`src/inc/tof_cfg_pkg.sv`:
```
// Purpose: constants for the ambient / event-routing configuration bank
// Assumes: 24-bit registers on a simple word port, one system clock
// Notes: field positions and reset values are defined here; the bench and some RTL checks repeat them as literals
package tof_cfg_pkg;
  localparam int DATA_W = 24;
  localparam int ADDR_W = 8;
  localparam logic [7:0] OFS_ROUTE = 8'h0B;
  localparam logic [7:0] OFS_COEF = 8'h0C;
  localparam logic [7:0] OFS_SAT = 8'h0D;
  localparam logic [7:0] OFS_FREQ = 8'h0F;
  localparam logic [23:0] RST_ROUTE = 24'h0FC009;
  localparam logic [23:0] RST_COEF = 24'h000000;
  localparam logic [23:0] RST_SAT = 24'h006000;
  localparam logic [23:0] RST_FREQ = 24'h144C4B;
  // writable bit masks; reserved bits stay zero
  localparam logic [23:0] MSK_ROUTE = 24'hFFFCFF;
  localparam logic [23:0] MSK_COEF = 24'hFFFFFF;
  localparam logic [23:0] MSK_SAT = 24'h81FF80;
  localparam logic [23:0] MSK_FREQ = 24'hFF7FFF;
  localparam int SEL0_LSB = 0;
  localparam int SEL1_LSB = 4;
  localparam int SEL2_LSB = 10;
  localparam int CAL_LSB = 14;
  localparam int IQ_LSB = 0;
  localparam int QQ_LSB = 8;
  localparam int PWL_LSB = 16;
  localparam int SAT_LSB = 7;
  localparam int WIDE_BIT = 23;
  localparam int START_BIT = 16;
  localparam int DIV_LSB = 17;
  localparam int AUTO_BIT = 21;
  localparam int FLOOP_BIT = 22;
  localparam int FCORR_BIT = 23;
  localparam int REFLIM_LSB = 0;
  localparam int OVL_BIT = 22;
  localparam int AMB_LSB = 2;
  localparam logic [3:0] EV_FRAME = 4'h0;
  localparam logic [3:0] EV_SUB = 4'h1;
  localparam logic [3:0] EV_SEQ = 4'h4;
  localparam logic [3:0] EV_CMP = 4'h8;
  localparam logic [3:0] EV_RDY = 4'h9;
  localparam logic [3:0] EV_TALLY = 4'hA;
  localparam logic [3:0] TEMP_NARROW = 4'h8;
  localparam logic [3:0] TEMP_WIDE = 4'hC;
endpackage

```
`src/rtl/event_route_mux.sv`:
```
// Purpose: one event selector
// Assumes: events are same-clock logic
// Notes: registered event output; the valid flag is combinational
`timescale 1ns/100ps
`default_nettype none
module event_route_mux (
  input wire logic i_clk,
  input wire logic i_srst,
  input wire logic [3:0] i_sel,
  input wire logic [5:0] i_events,
  output logic o_event,
  output logic o_valid
);
  logic event_d;
  logic event_q;
  logic valid_w;
  assign valid_w = (i_sel == tof_cfg_pkg::EV_FRAME) || (i_sel == tof_cfg_pkg::EV_SUB) ||
                   (i_sel == tof_cfg_pkg::EV_SEQ) || (i_sel == tof_cfg_pkg::EV_CMP) ||
                   (i_sel == tof_cfg_pkg::EV_RDY) || (i_sel == tof_cfg_pkg::EV_TALLY);
  always_comb begin
    case (i_sel)
      tof_cfg_pkg::EV_FRAME: event_d = i_events[0];
      tof_cfg_pkg::EV_SUB: event_d = i_events[1];
      tof_cfg_pkg::EV_SEQ: event_d = i_events[2];
      tof_cfg_pkg::EV_CMP: event_d = i_events[3];
      tof_cfg_pkg::EV_RDY: event_d = i_events[4];
      tof_cfg_pkg::EV_TALLY: event_d = i_events[5];
      default: event_d = 1'b0;
    endcase
  end
  always_ff @(posedge i_clk) begin
    if (i_srst) begin
      event_q <= 1'b0;
    end else begin
      event_q <= event_d;
    end
  end
  assign o_event = event_q;
  assign o_valid = valid_w;
  chk_invalid_low: assert property (@(posedge i_clk) disable iff (i_srst)
    !valid_w |=> !o_event) else $error("invalid code routed an event");
  chk_rdy_follow: assert property (@(posedge i_clk) disable iff (i_srst)
    (i_sel == tof_cfg_pkg::EV_RDY) |=> (o_event == $past(i_events[4])))
    else $error("result-available not routed");
endmodule
`default_nettype wire

```
`src/rtl/ambient_overload.sv`:
```
// Purpose: ambient overload compare
// Assumes: ambient result and limit are same-clock values
// Notes: signed difference so a result below the point never overloads
`timescale 1ns/100ps
`default_nettype none
module ambient_overload #(
  parameter int AMB_W = 10
) (
  input wire logic i_clk,
  input wire logic i_srst,
  input wire logic [AMB_W-1:0] i_result,
  input wire logic [AMB_W-1:0] i_point,
  input wire logic [AMB_W-1:0] i_limit,
  output logic o_overload
);
  if (AMB_W < 1 || AMB_W > 16) begin : g_bad_width
    $error("AMB_W out of range");
  end
  logic signed [AMB_W+1:0] diff_w;
  logic over_d;
  logic over_q;
  assign diff_w = $signed({2'b00, i_result}) - $signed({2'b00, i_point});
  assign over_d = diff_w > $signed({2'b00, i_limit});
  always_ff @(posedge i_clk) begin
    if (i_srst) begin
      over_q <= 1'b0;
    end else begin
      over_q <= over_d;
    end
  end
  assign o_overload = over_q;
  chk_ovl_compare: assert property (@(posedge i_clk) disable iff (i_srst)
    ({2'b00, i_result} > {2'b00, i_point} + {2'b00, i_limit}) |=> o_overload)
    else $error("overload not raised");
  chk_ovl_quiet: assert property (@(posedge i_clk) disable iff (i_srst)
    (i_result <= i_point) |=> !o_overload) else $error("overload raised below point");
endmodule
`default_nettype wire

```
`src/rtl/tof_config_mux_ambient_regs.sv`:
```
// Purpose: configuration bank for event routing, ambient overload and coefficients
// Assumes: the control-bus front end gives a word port with a one-cycle write strobe
// Notes: events and ambient result come from same-clock logic; bus reads are registered
`timescale 1ns/100ps
`default_nettype none
module tof_config_mux_ambient_regs (
  input wire logic i_clk,
  input wire logic i_srst,
  input wire logic [7:0] i_addr,
  input wire logic i_wr,
  input wire logic i_rd,
  input wire logic [23:0] i_wdata,
  output logic [23:0] o_rdata,
  output logic o_rvalid,
  input wire logic i_frame_sync_pulse,
  input wire logic i_subframe_sync_pulse,
  input wire logic i_seq_interrupt,
  input wire logic i_threshold_compare,
  input wire logic i_result_available,
  input wire logic i_frame_tally_lsb,
  input wire logic [9:0] i_ambient_conversion_result,
  input wire logic i_general_pin_2_in,
  input wire logic i_general_pin_3_in,
  input wire logic i_pin1_from_sel1,
  input wire logic i_pin2_from_sel1,
  input wire logic i_pin3_route_en,
  input wire logic i_sec_data_out,
  input wire logic i_sec_data_oe,
  output logic o_general_pin_1,
  output logic o_general_pin_1_oe,
  output logic o_general_pin_2,
  output logic o_general_pin_2_oe,
  output logic o_general_pin_3,
  output logic o_general_pin_3_oe,
  output logic o_general_pin_2_sync,
  output logic o_sec_data_in,
  output logic o_ambient_overload_indicator,
  output logic [23:0] o_frame_result_bits,
  output logic [11:0] o_ambient_result_bits,
  output logic [7:0] o_ambient_phase_segment_coef,
  output logic [7:0] o_ambient_quad_leak_coef,
  output logic [7:0] o_ambient_inphase_leak_coef,
  output logic [3:0] o_temp_read_bits,
  output logic o_freq_cal_start,
  output logic o_phase_freq_fix_enable,
  output logic o_freq_cal_block_enable,
  output logic o_measured_freq_use,
  output logic [3:0] o_cal_clock_divider,
  output logic [14:0] o_ref_count_limit
);
  // ----------------------------------------------------------------
  // register storage
  // ----------------------------------------------------------------
  logic [23:0] route_q;
  logic [23:0] coef_q;
  logic [23:0] sat_q;
  logic [23:0] freq_q;
  logic [23:0] rdata_q;
  logic rvalid_q;
  logic start_q;
  logic wr_route;
  logic wr_coef;
  logic wr_sat;
  logic wr_freq;
  logic hit_w;
  logic [23:0] rd_mux;
  assign wr_route = i_wr && (i_addr == tof_cfg_pkg::OFS_ROUTE);
  assign wr_coef = i_wr && (i_addr == tof_cfg_pkg::OFS_COEF);
  assign wr_sat = i_wr && (i_addr == tof_cfg_pkg::OFS_SAT);
  assign wr_freq = i_wr && (i_addr == tof_cfg_pkg::OFS_FREQ);
  assign hit_w = (i_addr == tof_cfg_pkg::OFS_ROUTE) || (i_addr == tof_cfg_pkg::OFS_COEF) ||
                 (i_addr == tof_cfg_pkg::OFS_SAT) || (i_addr == tof_cfg_pkg::OFS_FREQ);
  // each word keeps its value until its own write; reserved bits are masked on the way in
  always_ff @(posedge i_clk) begin
    if (i_srst) begin
      route_q <= tof_cfg_pkg::RST_ROUTE;
    end else if (wr_route) begin
      route_q <= i_wdata & tof_cfg_pkg::MSK_ROUTE;
    end
  end
  always_ff @(posedge i_clk) begin
    if (i_srst) begin
      coef_q <= tof_cfg_pkg::RST_COEF;
    end else if (wr_coef) begin
      coef_q <= i_wdata & tof_cfg_pkg::MSK_COEF;
    end
  end
  always_ff @(posedge i_clk) begin
    if (i_srst) begin
      sat_q <= tof_cfg_pkg::RST_SAT;
    end else if (wr_sat) begin
      sat_q <= i_wdata & tof_cfg_pkg::MSK_SAT;
    end
  end
  always_ff @(posedge i_clk) begin
    if (i_srst) begin
      freq_q <= tof_cfg_pkg::RST_FREQ;
    end else if (wr_freq) begin
      freq_q <= i_wdata & tof_cfg_pkg::MSK_FREQ;
    end
  end
  // start is a one-cycle pulse per write of a 1; the stored bit reads back as written
  always_ff @(posedge i_clk) begin
    if (i_srst) begin
      start_q <= 1'b0;
    end else begin
      start_q <= wr_freq && i_wdata[tof_cfg_pkg::START_BIT];
    end
  end
  // ----------------------------------------------------------------
  // read port, unmapped reads return zero
  // ----------------------------------------------------------------
  assign rd_mux = (i_addr == tof_cfg_pkg::OFS_ROUTE) ? route_q :
                  (i_addr == tof_cfg_pkg::OFS_COEF) ? coef_q :
                  (i_addr == tof_cfg_pkg::OFS_SAT) ? sat_q :
                  (i_addr == tof_cfg_pkg::OFS_FREQ) ? freq_q : 24'h000000;
  always_ff @(posedge i_clk) begin
    if (i_srst) begin
      rdata_q <= 24'h000000;
      rvalid_q <= 1'b0;
    end else begin
      rdata_q <= i_rd ? rd_mux : 24'h000000;
      rvalid_q <= i_rd;
    end
  end
  assign o_rdata = rdata_q;
  assign o_rvalid = rvalid_q;
  // ----------------------------------------------------------------
  // event routing
  // ----------------------------------------------------------------
  logic [5:0] events_w;
  logic [2:0] routed_w;
  logic [3:0] sel_w [3];
  assign events_w = {i_frame_tally_lsb, i_result_available, i_threshold_compare,
                     i_seq_interrupt, i_subframe_sync_pulse, i_frame_sync_pulse};
  assign sel_w[0] = route_q[tof_cfg_pkg::SEL0_LSB +: 4];
  assign sel_w[1] = route_q[tof_cfg_pkg::SEL1_LSB +: 4];
  assign sel_w[2] = route_q[tof_cfg_pkg::SEL2_LSB +: 4];
  genvar gi;
  generate
    for (gi = 0; gi < 3; gi++) begin : g_route
      event_route_mux u_mux (
        .i_clk(i_clk),
        .i_srst(i_srst),
        .i_sel(sel_w[gi]),
        .i_events(events_w),
        .o_event(routed_w[gi]),
        .o_valid()
      );
    end
  endgenerate
  logic routed_event_0;
  logic routed_event_1;
  logic routed_event_2;
  assign routed_event_0 = routed_w[0];
  assign routed_event_1 = routed_w[1];
  assign routed_event_2 = routed_w[2];
  logic pin1_q;
  logic pin2_q;
  logic pin3_q;
  logic pin3_oe_q;
  always_ff @(posedge i_clk) begin
    if (i_srst) begin
      pin1_q <= 1'b0;
      pin2_q <= 1'b0;
    end else begin
      pin1_q <= i_pin1_from_sel1 ? routed_event_1 : routed_event_0;
      pin2_q <= i_pin2_from_sel1 ? routed_event_1 : routed_event_0;
    end
  end
  // pin 3 lets go of the line when neither the router nor the secondary bus owns it
  always_ff @(posedge i_clk) begin
    if (i_srst) begin
      pin3_q <= 1'b0;
      pin3_oe_q <= 1'b0;
    end else begin
      pin3_q <= i_pin3_route_en ? routed_event_2 : i_sec_data_out;
      pin3_oe_q <= i_pin3_route_en | i_sec_data_oe;
    end
  end
  assign o_general_pin_1 = pin1_q;
  assign o_general_pin_1_oe = 1'b1;
  assign o_general_pin_2 = pin2_q;
  assign o_general_pin_2_oe = 1'b1;
  assign o_general_pin_3 = pin3_q;
  assign o_general_pin_3_oe = pin3_oe_q;
  // ----------------------------------------------------------------
  // pin input synchronisers
  // ----------------------------------------------------------------
  logic [1:0] p2_sync_q;
  logic [1:0] p3_sync_q;
  always_ff @(posedge i_clk) begin
    if (i_srst) begin
      p2_sync_q <= 2'b00;
      p3_sync_q <= 2'b00;
    end else begin
      p2_sync_q <= {p2_sync_q[0], i_general_pin_2_in};
      p3_sync_q <= {p3_sync_q[0], i_general_pin_3_in};
    end
  end
  assign o_general_pin_2_sync = p2_sync_q[1];
  assign o_sec_data_in = p3_sync_q[1];
  // ----------------------------------------------------------------
  // ambient overload
  // ----------------------------------------------------------------
  logic [9:0] ambient_calibration_point;
  logic [9:0] ambient_saturation_limit;
  logic ambient_overload_indicator;
  assign ambient_calibration_point = route_q[tof_cfg_pkg::CAL_LSB +: 10];
  assign ambient_saturation_limit = sat_q[tof_cfg_pkg::SAT_LSB +: 10];
  ambient_overload #(
    .AMB_W(10)
  ) u_ovl (
    .i_clk(i_clk),
    .i_srst(i_srst),
    .i_result(i_ambient_conversion_result),
    .i_point(ambient_calibration_point),
    .i_limit(ambient_saturation_limit),
    .o_overload(ambient_overload_indicator)
  );
  assign o_ambient_overload_indicator = ambient_overload_indicator;
  // status word placement for the result registers
  assign o_frame_result_bits = 24'(ambient_overload_indicator) << tof_cfg_pkg::OVL_BIT;
  assign o_ambient_result_bits = 12'(i_ambient_conversion_result) << tof_cfg_pkg::AMB_LSB;
  // ----------------------------------------------------------------
  // coefficients and control fields
  // ----------------------------------------------------------------
  assign o_ambient_phase_segment_coef = coef_q[tof_cfg_pkg::PWL_LSB +: 8];
  assign o_ambient_quad_leak_coef = coef_q[tof_cfg_pkg::QQ_LSB +: 8];
  assign o_ambient_inphase_leak_coef = coef_q[tof_cfg_pkg::IQ_LSB +: 8];
  assign o_temp_read_bits = sat_q[tof_cfg_pkg::WIDE_BIT] ? tof_cfg_pkg::TEMP_WIDE :
                            tof_cfg_pkg::TEMP_NARROW;
  assign o_freq_cal_start = start_q;
  assign o_phase_freq_fix_enable = freq_q[tof_cfg_pkg::FCORR_BIT];
  assign o_freq_cal_block_enable = freq_q[tof_cfg_pkg::FLOOP_BIT];
  assign o_measured_freq_use = freq_q[tof_cfg_pkg::AUTO_BIT];
  assign o_cal_clock_divider = freq_q[tof_cfg_pkg::DIV_LSB +: 4];
  assign o_ref_count_limit = freq_q[tof_cfg_pkg::REFLIM_LSB +: 15];
  // ----------------------------------------------------------------
  // register checks
  // ----------------------------------------------------------------
  chk_reserved_zero: assert property (@(posedge i_clk) disable iff (i_srst)
    ((route_q & ~tof_cfg_pkg::MSK_ROUTE) == 24'h0) && ((sat_q & ~tof_cfg_pkg::MSK_SAT) == 24'h0))
    else $error("reserved bits not zero");
  chk_freq_reserved: assert property (@(posedge i_clk) disable iff (i_srst)
    (freq_q & ~tof_cfg_pkg::MSK_FREQ) == 24'h0)
    else $error("frequency reserved bit set");
  chk_sel0_reset: assert property (@(posedge i_clk)
    i_srst |=> (route_q[tof_cfg_pkg::SEL0_LSB +: 4] == tof_cfg_pkg::EV_RDY))
    else $error("selector 0 reset wrong");
  chk_route_hold: assert property (@(posedge i_clk) disable iff (i_srst)
    !wr_route |=> $stable(route_q))
    else $error("routing word changed without a write");
  chk_calib_write: assert property (@(posedge i_clk) disable iff (i_srst)
    wr_route |=> (ambient_calibration_point == $past(i_wdata[23:14])))
    else $error("calibration point not stored");
  chk_sat_write: assert property (@(posedge i_clk) disable iff (i_srst)
    wr_sat |=> (ambient_saturation_limit == $past(i_wdata[16:7])))
    else $error("saturation limit not stored");
  chk_temp_width: assert property (@(posedge i_clk) disable iff (i_srst)
    wr_sat |=> (o_temp_read_bits == ($past(i_wdata[23]) ? 4'hC : 4'h8)))
    else $error("temperature width wrong");
  chk_coef_write: assert property (@(posedge i_clk) disable iff (i_srst)
    wr_coef |=> (o_ambient_quad_leak_coef == $past(i_wdata[15:8])) &&
    (o_ambient_phase_segment_coef == $past(i_wdata[23:16])) &&
    (o_ambient_inphase_leak_coef == $past(i_wdata[7:0])))
    else $error("coefficient not stored");
  chk_coef_hold: assert property (@(posedge i_clk) disable iff (i_srst)
    !wr_coef |=> $stable(coef_q))
    else $error("coefficients changed without a write");
  chk_fix_enable: assert property (@(posedge i_clk) disable iff (i_srst)
    wr_freq |=> (o_phase_freq_fix_enable == $past(i_wdata[23])))
    else $error("fix enable not stored");
  chk_start_set: assert property (@(posedge i_clk) disable iff (i_srst)
    (wr_freq && i_wdata[tof_cfg_pkg::START_BIT]) |=> o_freq_cal_start)
    else $error("start pulse missing");
  chk_start_idle: assert property (@(posedge i_clk) disable iff (i_srst)
    !(wr_freq && i_wdata[tof_cfg_pkg::START_BIT]) |=> !o_freq_cal_start)
    else $error("start pulse without a start write");
  // ----------------------------------------------------------------
  // bus and pin checks
  // ----------------------------------------------------------------
  chk_read_answer: assert property (@(posedge i_clk) disable iff (i_srst)
    i_rd |=> o_rvalid)
    else $error("read not answered");
  chk_read_idle: assert property (@(posedge i_clk) disable iff (i_srst)
    !i_rd |=> (!o_rvalid && (o_rdata == 24'h000000)))
    else $error("read data outside a read");
  chk_read_unmapped: assert property (@(posedge i_clk) disable iff (i_srst)
    (i_rd && !hit_w) |=> (o_rdata == 24'h000000))
    else $error("unmapped read not zero");
  chk_read_route: assert property (@(posedge i_clk) disable iff (i_srst)
    (i_rd && (i_addr == tof_cfg_pkg::OFS_ROUTE)) |=> (o_rdata == $past(route_q)))
    else $error("routing word read wrong");
  chk_pin1_route: assert property (@(posedge i_clk) disable iff (i_srst)
    i_pin1_from_sel1 |=> (o_general_pin_1 == $past(routed_event_1)))
    else $error("pin 1 routing wrong");
  chk_pin2_route: assert property (@(posedge i_clk) disable iff (i_srst)
    !i_pin2_from_sel1 |=> (o_general_pin_2 == $past(routed_event_0)))
    else $error("pin 2 routing wrong");
  chk_pin3_route: assert property (@(posedge i_clk) disable iff (i_srst)
    i_pin3_route_en |=> (o_general_pin_3 == $past(routed_event_2) && o_general_pin_3_oe))
    else $error("pin 3 routing wrong");
  chk_pin3_second: assert property (@(posedge i_clk) disable iff (i_srst)
    !i_pin3_route_en |=> (o_general_pin_3 == $past(i_sec_data_out)) &&
    (o_general_pin_3_oe == $past(i_sec_data_oe)))
    else $error("pin 3 secondary path wrong");
endmodule
`default_nettype wire

```
`config.mk`:
```
export PLATFORM = sky130hd
export DESIGN_NAME = tof_config_mux_ambient_regs
export DESIGN_NICKNAME = d
export VERILOG_FILES = /design/src/inc/tof_cfg_pkg.sv /design/src/rtl/event_route_mux.sv /design/src/rtl/ambient_overload.sv /design/src/rtl/tof_config_mux_ambient_regs.sv
export SDC_FILE = /design/constraint.sdc
export NUM_CORES = 1
export LEC_CHECK = 0
export ABC_AREA = 1
export BUFFER_PORTS_ARGS = -buffer_cell sky130_fd_sc_hd__clkbuf_2
export CORE_MARGIN = 2
export CORE_UTILIZATION = 45
export CTS_CLUSTER_DIAMETER = 150
export CTS_CLUSTER_SIZE = 16
export DETAILED_ROUTE_END_ITERATION = 12
export PLACE_DENSITY = 0.74
export SLEW_MARGIN = 20
export SYNTH_ARGS = -nofsm -noshare
export SYNTH_HDL_FRONTEND = slang
export SYNTH_SLANG_ARGS = --single-unit
export TNS_END_PERCENT = 20
```
`constraint.sdc`:
```
create_clock -name i_clk -period 2.4 [get_ports i_clk]
set_input_delay 0 -clock i_clk [delete_from_list [all_inputs] [get_ports i_clk]]
set_output_delay 0 -clock i_clk [all_outputs]
set_load 0.01 [all_outputs]
```
======== Yosys cells after proc, flatten, opt, wreduce, memory -nomap -nowiden ========
Index checks and enable logic that the tools add are counted.
storage, ports and cells
  flip-flop bits (word level) ............. 118
  bits in latches ......................... 0
  memory bits (writable) .................. 0
  memory bits (read-only) ................. 0
  memories kept ........................... 0
operators by class
  add/subtract/negate cells ............... 1
  multiply operators ...................... 0
  div/mod/pow operators ................... 0
  $lt $le $gt $ge ......................... 1
  eq/ne operators ......................... 19
  shifts and indexed selects .............. 0
  multiplexer cells ....................... 11
  bitwise operators ....................... 2
  reductions and logical operators ........ 10
operators with widths
  kind                  number
  $mux W24              4
  $eq A4 B4 Y1 const B  9
  $eq A8 B4 Y1 const B  4
  $pmux W1 S6           3
  $eq A4 B1 Y1 const B  3
  $eq A4 B3 Y1 const B  3
  $gt A12 B11 Y1        1
  $logic_not A4 Y1      3
  $sub A10 B10 Y11      1
  $logic_and A1 B1 Y1   5
  $mux W1               3
  $mux W3               1
  $reduce_or A3 Y1      1
  $reduce_or A2 Y1      1
  $not A1 Y1            1
  $or A1 B1 Y1          1

======== Logic depth before layout (Yosys ltp) ========
Gate-level depths: netlist of run 1.
  word-level depth ........................ 5
  gate-level depth with buffers ........... 17
  mapped depth without buffers ............ 17

======== Hierarchy ========
A second synthesis of run 1 with hierarchy kept.
second synthesis, totals
  cells, all modules ...................... 950
  area total of the unflattened synthesis .. 6483.7 µm²
modules (own cells, without submodules)
  module                       times used  cells each  area an instance (µm²)  sequential area each (µm²)
  tof_config_mux_ambient_regs  1           729         5265.0                  2282.2
  ambient_overload             1           131         790.8                   20.0
  event_route_mux              3           30          142.6                   20.0

======== Worst setup path after synthesis of run 1 ========
No wires, ideal clock.
  path type ............................... register to register
  start point ............................. register route_q[16]
  end point ............................... register u_ovl.over_q (netlist: u_ovl.o_overload)
  library setup time ...................... 117 ps
  data arrival time ....................... 2123 ps
  setup slack ............................. 160 ps
  stages on the path, launching flop included .. 17
  clock period less this slack ............ 2240 ps
  path through ............................ dfxtp_1 -> inv_1 -> ha_1 -> nand2_1 -> o21ai_0 -> nand3_1 -> nand2_1 -> xor2_1 -> inv_1 -> ha_1 -> a21o_1 -> nor2_1 -> nand2_1 -> nand2_1 -> nand2_1 -> nand2_1 -> nor2_1
on the way
  cells in the longest elaborated chain, start to end .. 2
ends and longest elaborated chain
  element                   RTL line                           text
  start: declaration        tof_config_mux_ambient_regs.sv:54  logic [23:0] route_q;
  start signal: assignment  tof_config_mux_ambient_regs.sv:76  route_q <= tof_cfg_pkg::RST_ROUTE;
  start signal: assignment  tof_config_mux_ambient_regs.sv:78  route_q <= i_wdata & tof_cfg_pkg::MSK_ROUTE;
  $sub A10 B10 Y11          ambient_overload.sv:22             assign diff_w = $signed({2'b00, i_result}) - $signed({2'b00, i_point});
  $gt A12 B11 Y1            ambient_overload.sv:23             assign over_d = diff_w > $signed({2'b00, i_limit});
  end signal: assignment    ambient_overload.sv:28             over_q <= over_d;
  end: declaration          ambient_overload.sv:21             logic over_q;
Every way passes these cells.
A chain may end at the register's enable or synchronous reset.

======== Worst setup path after layout of run 1 ========
  start point ............................. register route_q[14]
  end point ............................... register u_ovl.over_q (netlist: u_ovl.o_overload)
The elaborated chain is that of the path after synthesis.

==> results of run 1 <==
==> how the worst max path moves through the flow <==
| stage | end | slack, ps | cells after the start |
|---|---|---|---|
| 4_1_cts | u_ovl.o_overload | 30 | 17 |
| 5_1_grt | u_ovl.o_overload | -60 | 16 |
| 6_report | u_ovl.o_overload | 60 | 16 |
| 3_5_place_dp | u_ovl.o_overload | 1 | 16 |
| 3_3_place_gp | u_ovl.o_overload | 50 | 16 |
| 2_1_floorplan | u_ovl.o_overload | 160 | 16 |
==> timing repair <==
action | CTS | global route
endpoints found under the setup margin | 1 | 1
buffers inserted | 0 | 4
endpoints found under the hold margin | 91 | 0
gates cloned | 0 | 0
gates resized for setup | 3 | 30
pin swaps | 0 | 20
hold buffers | 36 | 0
==> cell usage in the layout, fill, tap and decap left out, types with 3 or more instances in the layout <==
master / instances
a21oi_1: 70
a21oi_2: 4
buf_4: 17
bufinv_16: 3
clkbuf_16: 17
clkbuf_2: 149
clkbuf_8: 3
conb_1: 30
dfxtp_1: 116
dlygate4sd3_1: 36
ha_1: 15
ha_4: 4
inv_1: 89
inv_2: 6
nand2_1: 141
nand2_2: 3
nand3_1: 74
nand4_1: 19
nor2_1: 61
nor3_1: 3
o211ai_1: 11
o21ai_0: 52
xor2_1: 8
==> layout make-up <==
type	count	area, sq um	share of cell area [%]
Multi-Input combinational cell	524	2770	36.7
Sequential cell	118	2370	31.4
Timing Repair Buffer	202	1230	16.3
Clock buffer	21	470	6.23
Inverter	97	367	4.86
Tap cell	172	215	2.85
Clock inverter	8	125	1.66
==> per-stage QoR <==
stage	hold WS, ps	instances
after floorplan	91.8	837
after detailed placement	200	1073
after CTS	8.65	1138
after global routing	39.8	1142
final	25.1	1142
after global placement	194	1073
==> worst min-delay path: stages <==
cell and delay [ps]:
clkbuf_2 100, nor2_1 90, o21ai_0 70, o21ai_0 80
nor2_1 50
==> kinds of logic after synthesis <==
family,after synthesis,synth area share (%)
and+or+nand+nor,314,23.6
buffers and inverters,195,16.9
AOI/OAI and AO/OA,151,13.7
DFF,118,39.9
adders and majority gates,21,4.57
xor gates and xnor gates,8,1.18
other,2,0.127
==> per-layer routing <==
layer  wire (microns)  GRT usage (%)  share of wire (%)  vias to the layer above
met5                0              0                  0                        -
met4              363           9.23                2.1                        0
met3             1210           5.31                6.9                       29
met2             8200           38.7                 47                      252
met1             7800           32.5                 44                     2633
li1                 -              -                  -                     2841
==> report_power, final <==
group / leakage, nW / switching [mW] / internal [mW]
sequential: 0.954 / 0.00659 / 1.98
clock: 0.291 / 0.892 / 1.70
combinational: 2.39 / 0.244 / 0.162
total: 3.64 / 1.14 / 3.83
==> flip-flops by register name, indices dropped and copies added (netlist names) <==
register / cells
route_q: 22
u_ovl.o_overload: 1
o_freq_cal_start: 1
o_general_pin_3_oe: 1
p3_sync_q: 2
freq_q: 23
o_rvalid: 1
o_general_pin_3: 1
o_general_pin_2: 1
p2_sync_q: 2
o_rdata: 24
coef_q: 24
sat_q: 11
o_general_pin_1: 1
g_route.u_mux.o_event: 3
==> impl_metrics.json, run 1 <==
{
  "power_mw": 4.98,
  "ys_top_cells_by_count": "nand2_1, dfxtp_1, inv_1",
  "clock_sinks": 118,
  "die-height_microns": 119,
  "worstHoldEndpoint": "g_route[2].u_mux.o_event",
  "critical_path_buf_inv_count": 1,
  "cts.clk_slew.worst_paths_ps": 60,
  "yosysWarnings": 0,
  "syn_inst": 809,
  "antenna_found_initial": 0,
  "min_period_ps": 2340,
  "tritoncts": "yes",
  "synth-async-reset-ratio_pct": 0,
  "via_per_inst": 5.04,
  "fillers": 1193,
  "clock_path_buffers": 2,
  "synth_edf_count": 0,
  "routed_wl_microns": 17600,
  "drtIter0Drc": 417,
  "area_delta_synth_final_pct": 27.6,
  "grt_max_degree": 59,
  "cp_max_fo": 3,
  "antenna_left": 0,
  "initial_core_util_pct": 46.5,
  "yosysTopAreaCell": "dfxtp_1",
  "r2r-start": "route_q[14]",
  "cp.arrival_ps": 2640,
  "finalSetupViolCount": 0,
  "grt_usage_pct": 24.4,
  "slowest_stage": "fa_2",
  "cp-startpoint": "route_q[14]",
  "cpMostUsedCell": "nand2_1",
  "antenna_cells": 0,
  "fmax_mhz": 426,
  "clock_skew_ps": 5.38,
  "cp-start-kind": "flop",
  "cap_viol_max_count": 0,
  "setup_ws_ps": 55.2,
  "worstHoldPathType": "in -> reg",
  "synth.avg_cell_area_sq_um": 7.31,
  "holdPathStages": 5,
  "insertion_delay_ps": 420,
  "coreArea_sq_mm": 0.0127,
  "seq_area_frac_synth_pct": 39.9,
  "final_area_sq_mm": 0.00755,
  "grt_pass1_vias": 5269,
  "worstPathRequired_ps": 2700,
  "drive_gt1_share_pct": 24.0,
  "peakVddDrop_mv": 0.418,
  "place_area_sq_mm": 0.00644,
  "cp-end-kind": "flop",
  "rsz0062_at_grt": "true",
  "die_w_microns": 119,
  "nets": 1040,
  "io_buffer_count": 149,
  "firstDrtPassIters": 5,
  "drc": 0,
  "htree_levels": 4,
  "post-route-period-util_pct": 97.7,
  "worstPathCellList": "ha_4 -> inv_4 -> fa_2 -> nand3_2 -> nand2_4 -> a21oi_2 -> xor2_1 -> ha_1 -> nand2_2 -> nor2_2 -> nor2_1 -> nand2_1 -> nand2_1 -> nand2_1 -> nand2_1 -> nor2_1",
  "synth.most_common_cell": "nand2_1",
  "ys_types": 38,
  "synth_seq_cells": 118,
  "io_pins": 180,
  "finalSetupTns_ps": 0,
  "yosys-top-cells-area": "dfxtp_1, nand2_1, buf_4, nand3_1, a21oi_1",
  "place_ws_ps": 0.979,
  "grt_pass1_wl_microns": 27200,
  "crit_type": "reg -> reg",
  "synthFlopType": "dfxtp_1",
  "hold_viol": 0,
  "slew_headroom_pct": 51.4,
  "dieArea_sq_mm": 0.0141,
  "crit_path_max_incr_delay_ps": 400,
  "post-dp-hpwl_microns": 11600,
  "finish.utilization_pct": 59.3,
  "worstMarginPinSlew_ps": 729,
  "hold_start": "i_subframe_sync_pulse",
  "overflow": 0,
  "status": "completed",
  "cellPowerDensity_mw_per_mm2": 659,
  "critPathTopFamily": "adder cells",
  "place.gp.congestion": 0.871,
  "slew_violations": 0,
  "netlist_area_sq_mm": 0.00591,
  "vias": 5755,
  "yosys.area.top_type_share_pct": 39.9,
  "rows": 41,
  "rrSetupSlack_ps": 60,
  "worstRegToRegCells": 16,
  "cts_root_buf": "clkbuf_16",
  "crit-reg2reg-capture": "u_ovl.o_overload",
  "wl_per_cell_microns": 15.4,
  "power.leakage_nw": 3.64,
  "cts_buffers": 17
}
(Power assumes the default switching activity.)
==> inputs of run 2 (changes only) <==
--- a/config.mk
+++ b/config.mk
@@ -9,6 +9,7 @@
 export BUFFER_PORTS_ARGS = -buffer_cell sky130_fd_sc_hd__clkbuf_2
 export CORE_MARGIN = 2
 export CORE_UTILIZATION = 45
+export CTS_BUF_LIST = sky130_fd_sc_hd__clkbuf_8
 export CTS_CLUSTER_DIAMETER = 150
 export CTS_CLUSTER_SIZE = 16
 export DETAILED_ROUTE_END_ITERATION = 12
==> impl_metrics.json, run 2 (synthesized netlist as in run 1, its figures left out) <==
{
  "cellPowerDensity_mw_per_mm2": 578,
  "post-route-period-util_pct": 95.8,
  "place.gp.congestion": 0.871,
  "cp_max_fo": 3,
  "p_sw_share_pct": 24.7,
  "initial_core_util_pct": 46.5,
  "drtIter0Drc": 495,
  "tritoncts": "yes",
  "pwr-share-clk_pct": 44.2,
  "die_w_microns": 119,
  "routed_wl_microns": 17700,
  "p_seq_share_pct": 46.2,
  "multi_input_area_sq_mm": 0.00278,
  "r2r-start": "route_q[14]",
  "crit_cells": 16,
  "cts.clk_slew.worst_paths_ps": 70,
  "overflow": 0,
  "status": "completed",
  "finalSetupViolCount": 0,
  "final_common_cell": "clkbuf_2",
  "fillers": 1208,
  "worstPathRequired_ps": 2730,
  "power_mw": 4.29,
  "holdPathStages": 7,
  "cp-startpoint": "route_q[14]",
  "power.leakage_nw": 3.57,
  "slowest_stage": "fa_2",
  "critical_path_buf_inv_count": 1,
  "final_cell_mix": "clkbuf_2, nand2_1, dfxtp_1",
  "post-dp-hpwl_microns": 11600,
  "io_pins": 180,
  "grt_pass1_vias": 5307,
  "clock_skew_ps": 8.25,
  "switchingPower_mw": 1.06,
  "finalSetupTns_ps": 0,
  "antenna_cells": 0,
  "place_ws_ps": 0.979,
  "rsz0062_at_grt": "true",
  "seq_area_sq_mm": 0.00237,
  "grt_usage_pct": 24.6,
  "dp.cells": 1073,
  "setup_ws_ps": 101,
  "cp-end-kind": "flop",
  "cp.arrival_ps": 2630,
  "crit_end": "u_ovl.o_overload",
  "rows": 41,
  "min_period_ps": 2300,
  "cts_buffers": 17,
  "clock_sinks": 118,
  "slew_violations": 0,
  "antenna_found_initial": 0,
  "wl_per_cell_microns": 15.4,
  "internal_power_mw": 3.23,
  "cts_root_buf": "clkbuf_8",
  "crit_type": "reg -> reg",
  "critPathTopFamily": "adder cells",
  "nets": 1044,
  "peakVddDrop_mv": 0.337,
  "vias": 5834,
  "drc": 0,
  "drive_gt1_share_pct": 24.2,
  "io_buffer_count": 149,
  "combPwrFrac_pct": 9.6,
  "area_delta_synth_final_pct": 25.3,
  "die-height_microns": 119,
  "stdcell_count": 1146,
  "grt_pass1_wl_microns": 27300,
  "cap_viol_max_count": 0,
  "fmax_mhz": 435,
  "worstHoldPathType": "in -> reg",
  "cp-start-kind": "flop",
  "clock_path_buffers": 2,
  "htree_levels": 4,
  "slew_headroom_pct": 49.7,
  "rrSetupSlack_ps": 100,
  "hold_start": "i_addr[6]",
  "cpMostUsedCell": "nand2_1",
  "coreArea_sq_mm": 0.0127,
  "worstMarginPinSlew_ps": 754,
  "firstDrtPassIters": 7,
  "hold_viol": 0,
  "worstPathCellList": "ha_4 -> inv_2 -> fa_2 -> nand3_2 -> nand2_4 -> a21oi_2 -> xor2_1 -> ha_1 -> nand2_2 -> nor2_1 -> nor2_1 -> nand2_1 -> nand2_1 -> nand2_1 -> nand2_1 -> nor2_1",
  "insertion_delay_ps": 450,
  "grt_max_degree": 59,
  "dieArea_sq_mm": 0.0141,
  "antenna_left": 0,
  "via_per_inst": 5.09,
  "crit-reg2reg-capture": "u_ovl.o_overload",
  "worstRegToRegCells": 16,
  "crit_path_max_incr_delay_ps": 400
}
==> run 2: per-stage QoR <==
step                utilization, %  hold slack (ps)  cell area (sq um)
global placement              50.6              194               6440
floorplan                        -             91.8               6020
finish                        58.2             15.9               7410
detailed placement            50.6              200               6440
global route                  58.2             59.6               7410
CTS                           57.1             2.62               7270
==> run 2: repair_timing <==
| action | in CTS | in global routing |
|---|---|---|
| hold buffers | 41 | 0 |
| endpoints found under the setup margin | 1 | 1 |
| endpoints found under the hold margin | 93 | 0 |
| resized for setup | 3 | 32 |
| buffers inserted | 0 | 3 |
| pin swaps | 0 | 12 |
==> run 2: worst min path at each step <==
stage / to / slack, ps
2_1_floorplan: o_ambient_result_bits[10] / 90
3_3_place_gp: p2_sync_q[0] / 190
3_5_place_dp: p2_sync_q[0] / 200
4_1_cts: o_rdata[12] / 3
5_1_grt: o_rdata[12] / 60
6_report: o_rdata[23] / 20
==> run 2: power groups by stage <==
stage / registers (mW) / logic [mW] / clock network, mW
floorplan: 2.03 / 0.230 / 0
global placement: 2.02 / 0.329 / 0
detailed placement: 2.02 / 0.329 / 0
CTS: 1.98 / 0.384 / 1.91
global route: 1.98 / 0.450 / 2.02
finish: 1.98 / 0.413 / 1.89
==> run 2: area by class of cell <==
| cell class | count | share of cell area [%] |
|---|---|---|
| clock inverter | 9 | 1.74 |
| tap | 172 | 2.90 |
| sequential | 118 | 31.9 |
| multi-input combinational | 524 | 37.6 |
| timing repair buffer | 206 | 17.2 |
| inverter | 97 | 4.91 |
| clock buffer | 20 | 3.72 |
==> run 2: tightest hold or removal path, cell delays in order <==
cell	delay (ps)
clkbuf_2	70
nor2_1	30
nand3_1	90
nor3b_1	70
nand2_1	50
nand3_1	60
nand2_1	60
==> run 2: per-layer routing <==
metal | vias to the layer above | wire length, microns | track usage [%] | share of wire [%]
met1 | 2657 | 7630 | 32.7 | 43
met5 | - | 0 | 0 | 0
li1 | 2850 | - | - | -
met4 | 0 | 396 | 9.67 | 2.2
met3 | 34 | 1490 | 5.65 | 8.4
met2 | 293 | 8140 | 38.6 | 46
==> inputs of run 3 (changes only) <==
--- a/config.mk
+++ b/config.mk
@@ -13,6 +13,7 @@
 export CTS_CLUSTER_DIAMETER = 150
 export CTS_CLUSTER_SIZE = 16
 export DETAILED_ROUTE_END_ITERATION = 12
+export HOLD_SLACK_MARGIN = 0.05
 export PLACE_DENSITY = 0.74
 export SLEW_MARGIN = 20
 export SYNTH_ARGS = -nofsm -noshare
==> impl_metrics.json, run 3 (synthesized netlist as in run 1, its figures left out) <==
{
  "status": "completed",
  "vias": 5850,
  "worstPathRequired_ps": 2730,
  "finalSetupViolCount": 0,
  "crit_type": "reg -> reg",
  "antenna_found_initial": 0,
  "clock_skew_ps": 7.65,
  "min_period_ps": 2300,
  "grt_pass1_wl_microns": 27500,
  "internal_power_mw": 3.23,
  "cp-end-kind": "flop",
  "cts_buffers": 17,
  "final_common_cell": "clkbuf_2",
  "dp.cells": 1073,
  "power.leakage_nw": 3.59,
  "die-height_microns": 119,
  "clock_sinks": 118,
  "io_pins": 180,
  "worstMarginPinSlew_ps": 750,
  "grt_pass1_vias": 5343,
  "area_delta_synth_final_pct": 26.1,
  "cellPowerDensity_mw_per_mm2": 576,
  "cts.clk_slew.worst_paths_ps": 70,
  "htree_levels": 4,
  "grt_max_degree": 59,
  "fmax_mhz": 435,
  "pwr-share-clk_pct": 44.2,
  "switchingPower_mw": 1.06,
  "drive_gt1_share_pct": 24.1,
  "cts_root_buf": "clkbuf_8",
  "worstHoldPathType": "in -> reg",
  "post-dp-hpwl_microns": 11600,
  "coreArea_sq_mm": 0.0127,
  "wl_per_cell_microns": 15.4,
  "multi_input_area_sq_mm": 0.00278,
  "finalSetupTns_ps": 0,
  "drc": 0,
  "cp-start-kind": "flop",
  "fillers": 1198,
  "rsz0062_at_grt": "true",
  "power_mw": 4.29,
  "clock_path_buffers": 2,
  "die_w_microns": 119,
  "rows": 41,
  "antenna_cells": 0,
  "p_sw_share_pct": 24.7,
  "slew_violations": 0,
  "io_buffer_count": 149,
  "overflow": 0,
  "tritoncts": "yes",
  "insertion_delay_ps": 440,
  "dieArea_sq_mm": 0.0141,
  "cap_viol_max_count": 0,
  "cp.arrival_ps": 2630,
  "initial_core_util_pct": 46.5,
  "antenna_left": 0,
  "routed_wl_microns": 17700,
  "final_cell_mix": "clkbuf_2, nand2_1, dfxtp_1",
  "post-route-period-util_pct": 95.8,
  "place.gp.congestion": 0.871,
  "via_per_inst": 5.08,
  "p_seq_share_pct": 46.1,
  "hold_viol": 0,
  "peakVddDrop_mv": 0.337,
  "nets": 1049,
  "drtIter0Drc": 454,
  "slew_headroom_pct": 49.9,
  "grt_usage_pct": 24.8,
  "firstDrtPassIters": 5,
  "seq_area_sq_mm": 0.00237,
  "combPwrFrac_pct": 9.7,
  "stdcell_count": 1151,
  "cp_max_fo": 3
}
==> run 3: changes by cell type in the layout (fill, tap and decap cells not counted) <==
cell / delta
dlygate4sd3_1: +5
==> run 3: path summary, 6_finish.rpt <==
check / startpoint / end / slack, ps / cells past startpoint
setup / recovery: route_q[14] / u_ovl.o_overload / 100 / 16
hold / removal: i_addr[3] / o_rdata[8] / 70 / 7
setup reg to reg: route_q[14] / u_ovl.o_overload / 100 / 16
hold reg to reg: p2_sync_q[0] / p2_sync_q[1] / 400 / 2
==> run 3: routing by layer <==
metal,track usage [%],vias up,part of all wire (%)
met5,0,-,0
met2,39.1,310,46
met1,32.9,2647,43
met3,5.55,30,9.0
met4,9.67,0,2.0
li1,-,2863,-
==> run 3: area by class of cell <==
| type | instances | area share [%] |
|---|---|---|
| inverters | 97 | 4.88 |
| flip-flops and latches | 118 | 31.7 |
| repair buffers | 211 | 17.8 |
| well taps | 172 | 2.89 |
| clock buffers | 20 | 3.69 |
| multi-input cells | 524 | 37.3 |
| clock inverters | 9 | 1.73 |
==> run 3: power by group through the flow <==
stage / Clock [mW] / Sequential (mW) / Combinational (mW)
2_1_floorplan: 0 / 2.03 / 0.230
3_3_place_gp: 0 / 2.02 / 0.329
3_5_place_dp: 0 / 2.02 / 0.329
4_1_cts: 1.91 / 1.98 / 0.389
5_1_grt: 2.02 / 1.98 / 0.455
6_report: 1.90 / 1.98 / 0.417
==> run 3: stage by stage <==
stage | utilization (%) | hold slack, ps | setup WS [ps] | instance area (sq um)
after floorplan | - | 91.8 | 160 | 6020
after global placement | 50.6 | 194 | 49.8 | 6440
after detailed placement | 50.6 | 200 | 0.979 | 6440
after CTS | 57.5 | 54.0 | 1.23 | 7320
after global routing | 58.6 | 104 | -53.9 | 7460
final | 58.6 | 70.3 | 99.6 | 7460
==> run 3: what timing repair did <==
action,in CTS,in global routing
endpoints found under the hold margin,94,0
buffers inserted,0,3
gates cloned,0,0
setup endpoints to repair,1,1
resized for setup,3,32
pin swaps,0,12
hold buffers,46,0
==> run 3: critical path: stages, from the launching register on <==
cell and delay (ps):
dfxtp_2 350, ha_4 140, inv_2 50, fa_2 400, nand3_2 90, nand2_4 70, a21oi_2 130, xor2_1 200
ha_1 270, nand2_2 80, nor2_1 50, nor2_1 100, nand2_1 50, nand2_1 50, nand2_1 50, nand2_1 70
nor2_1 40
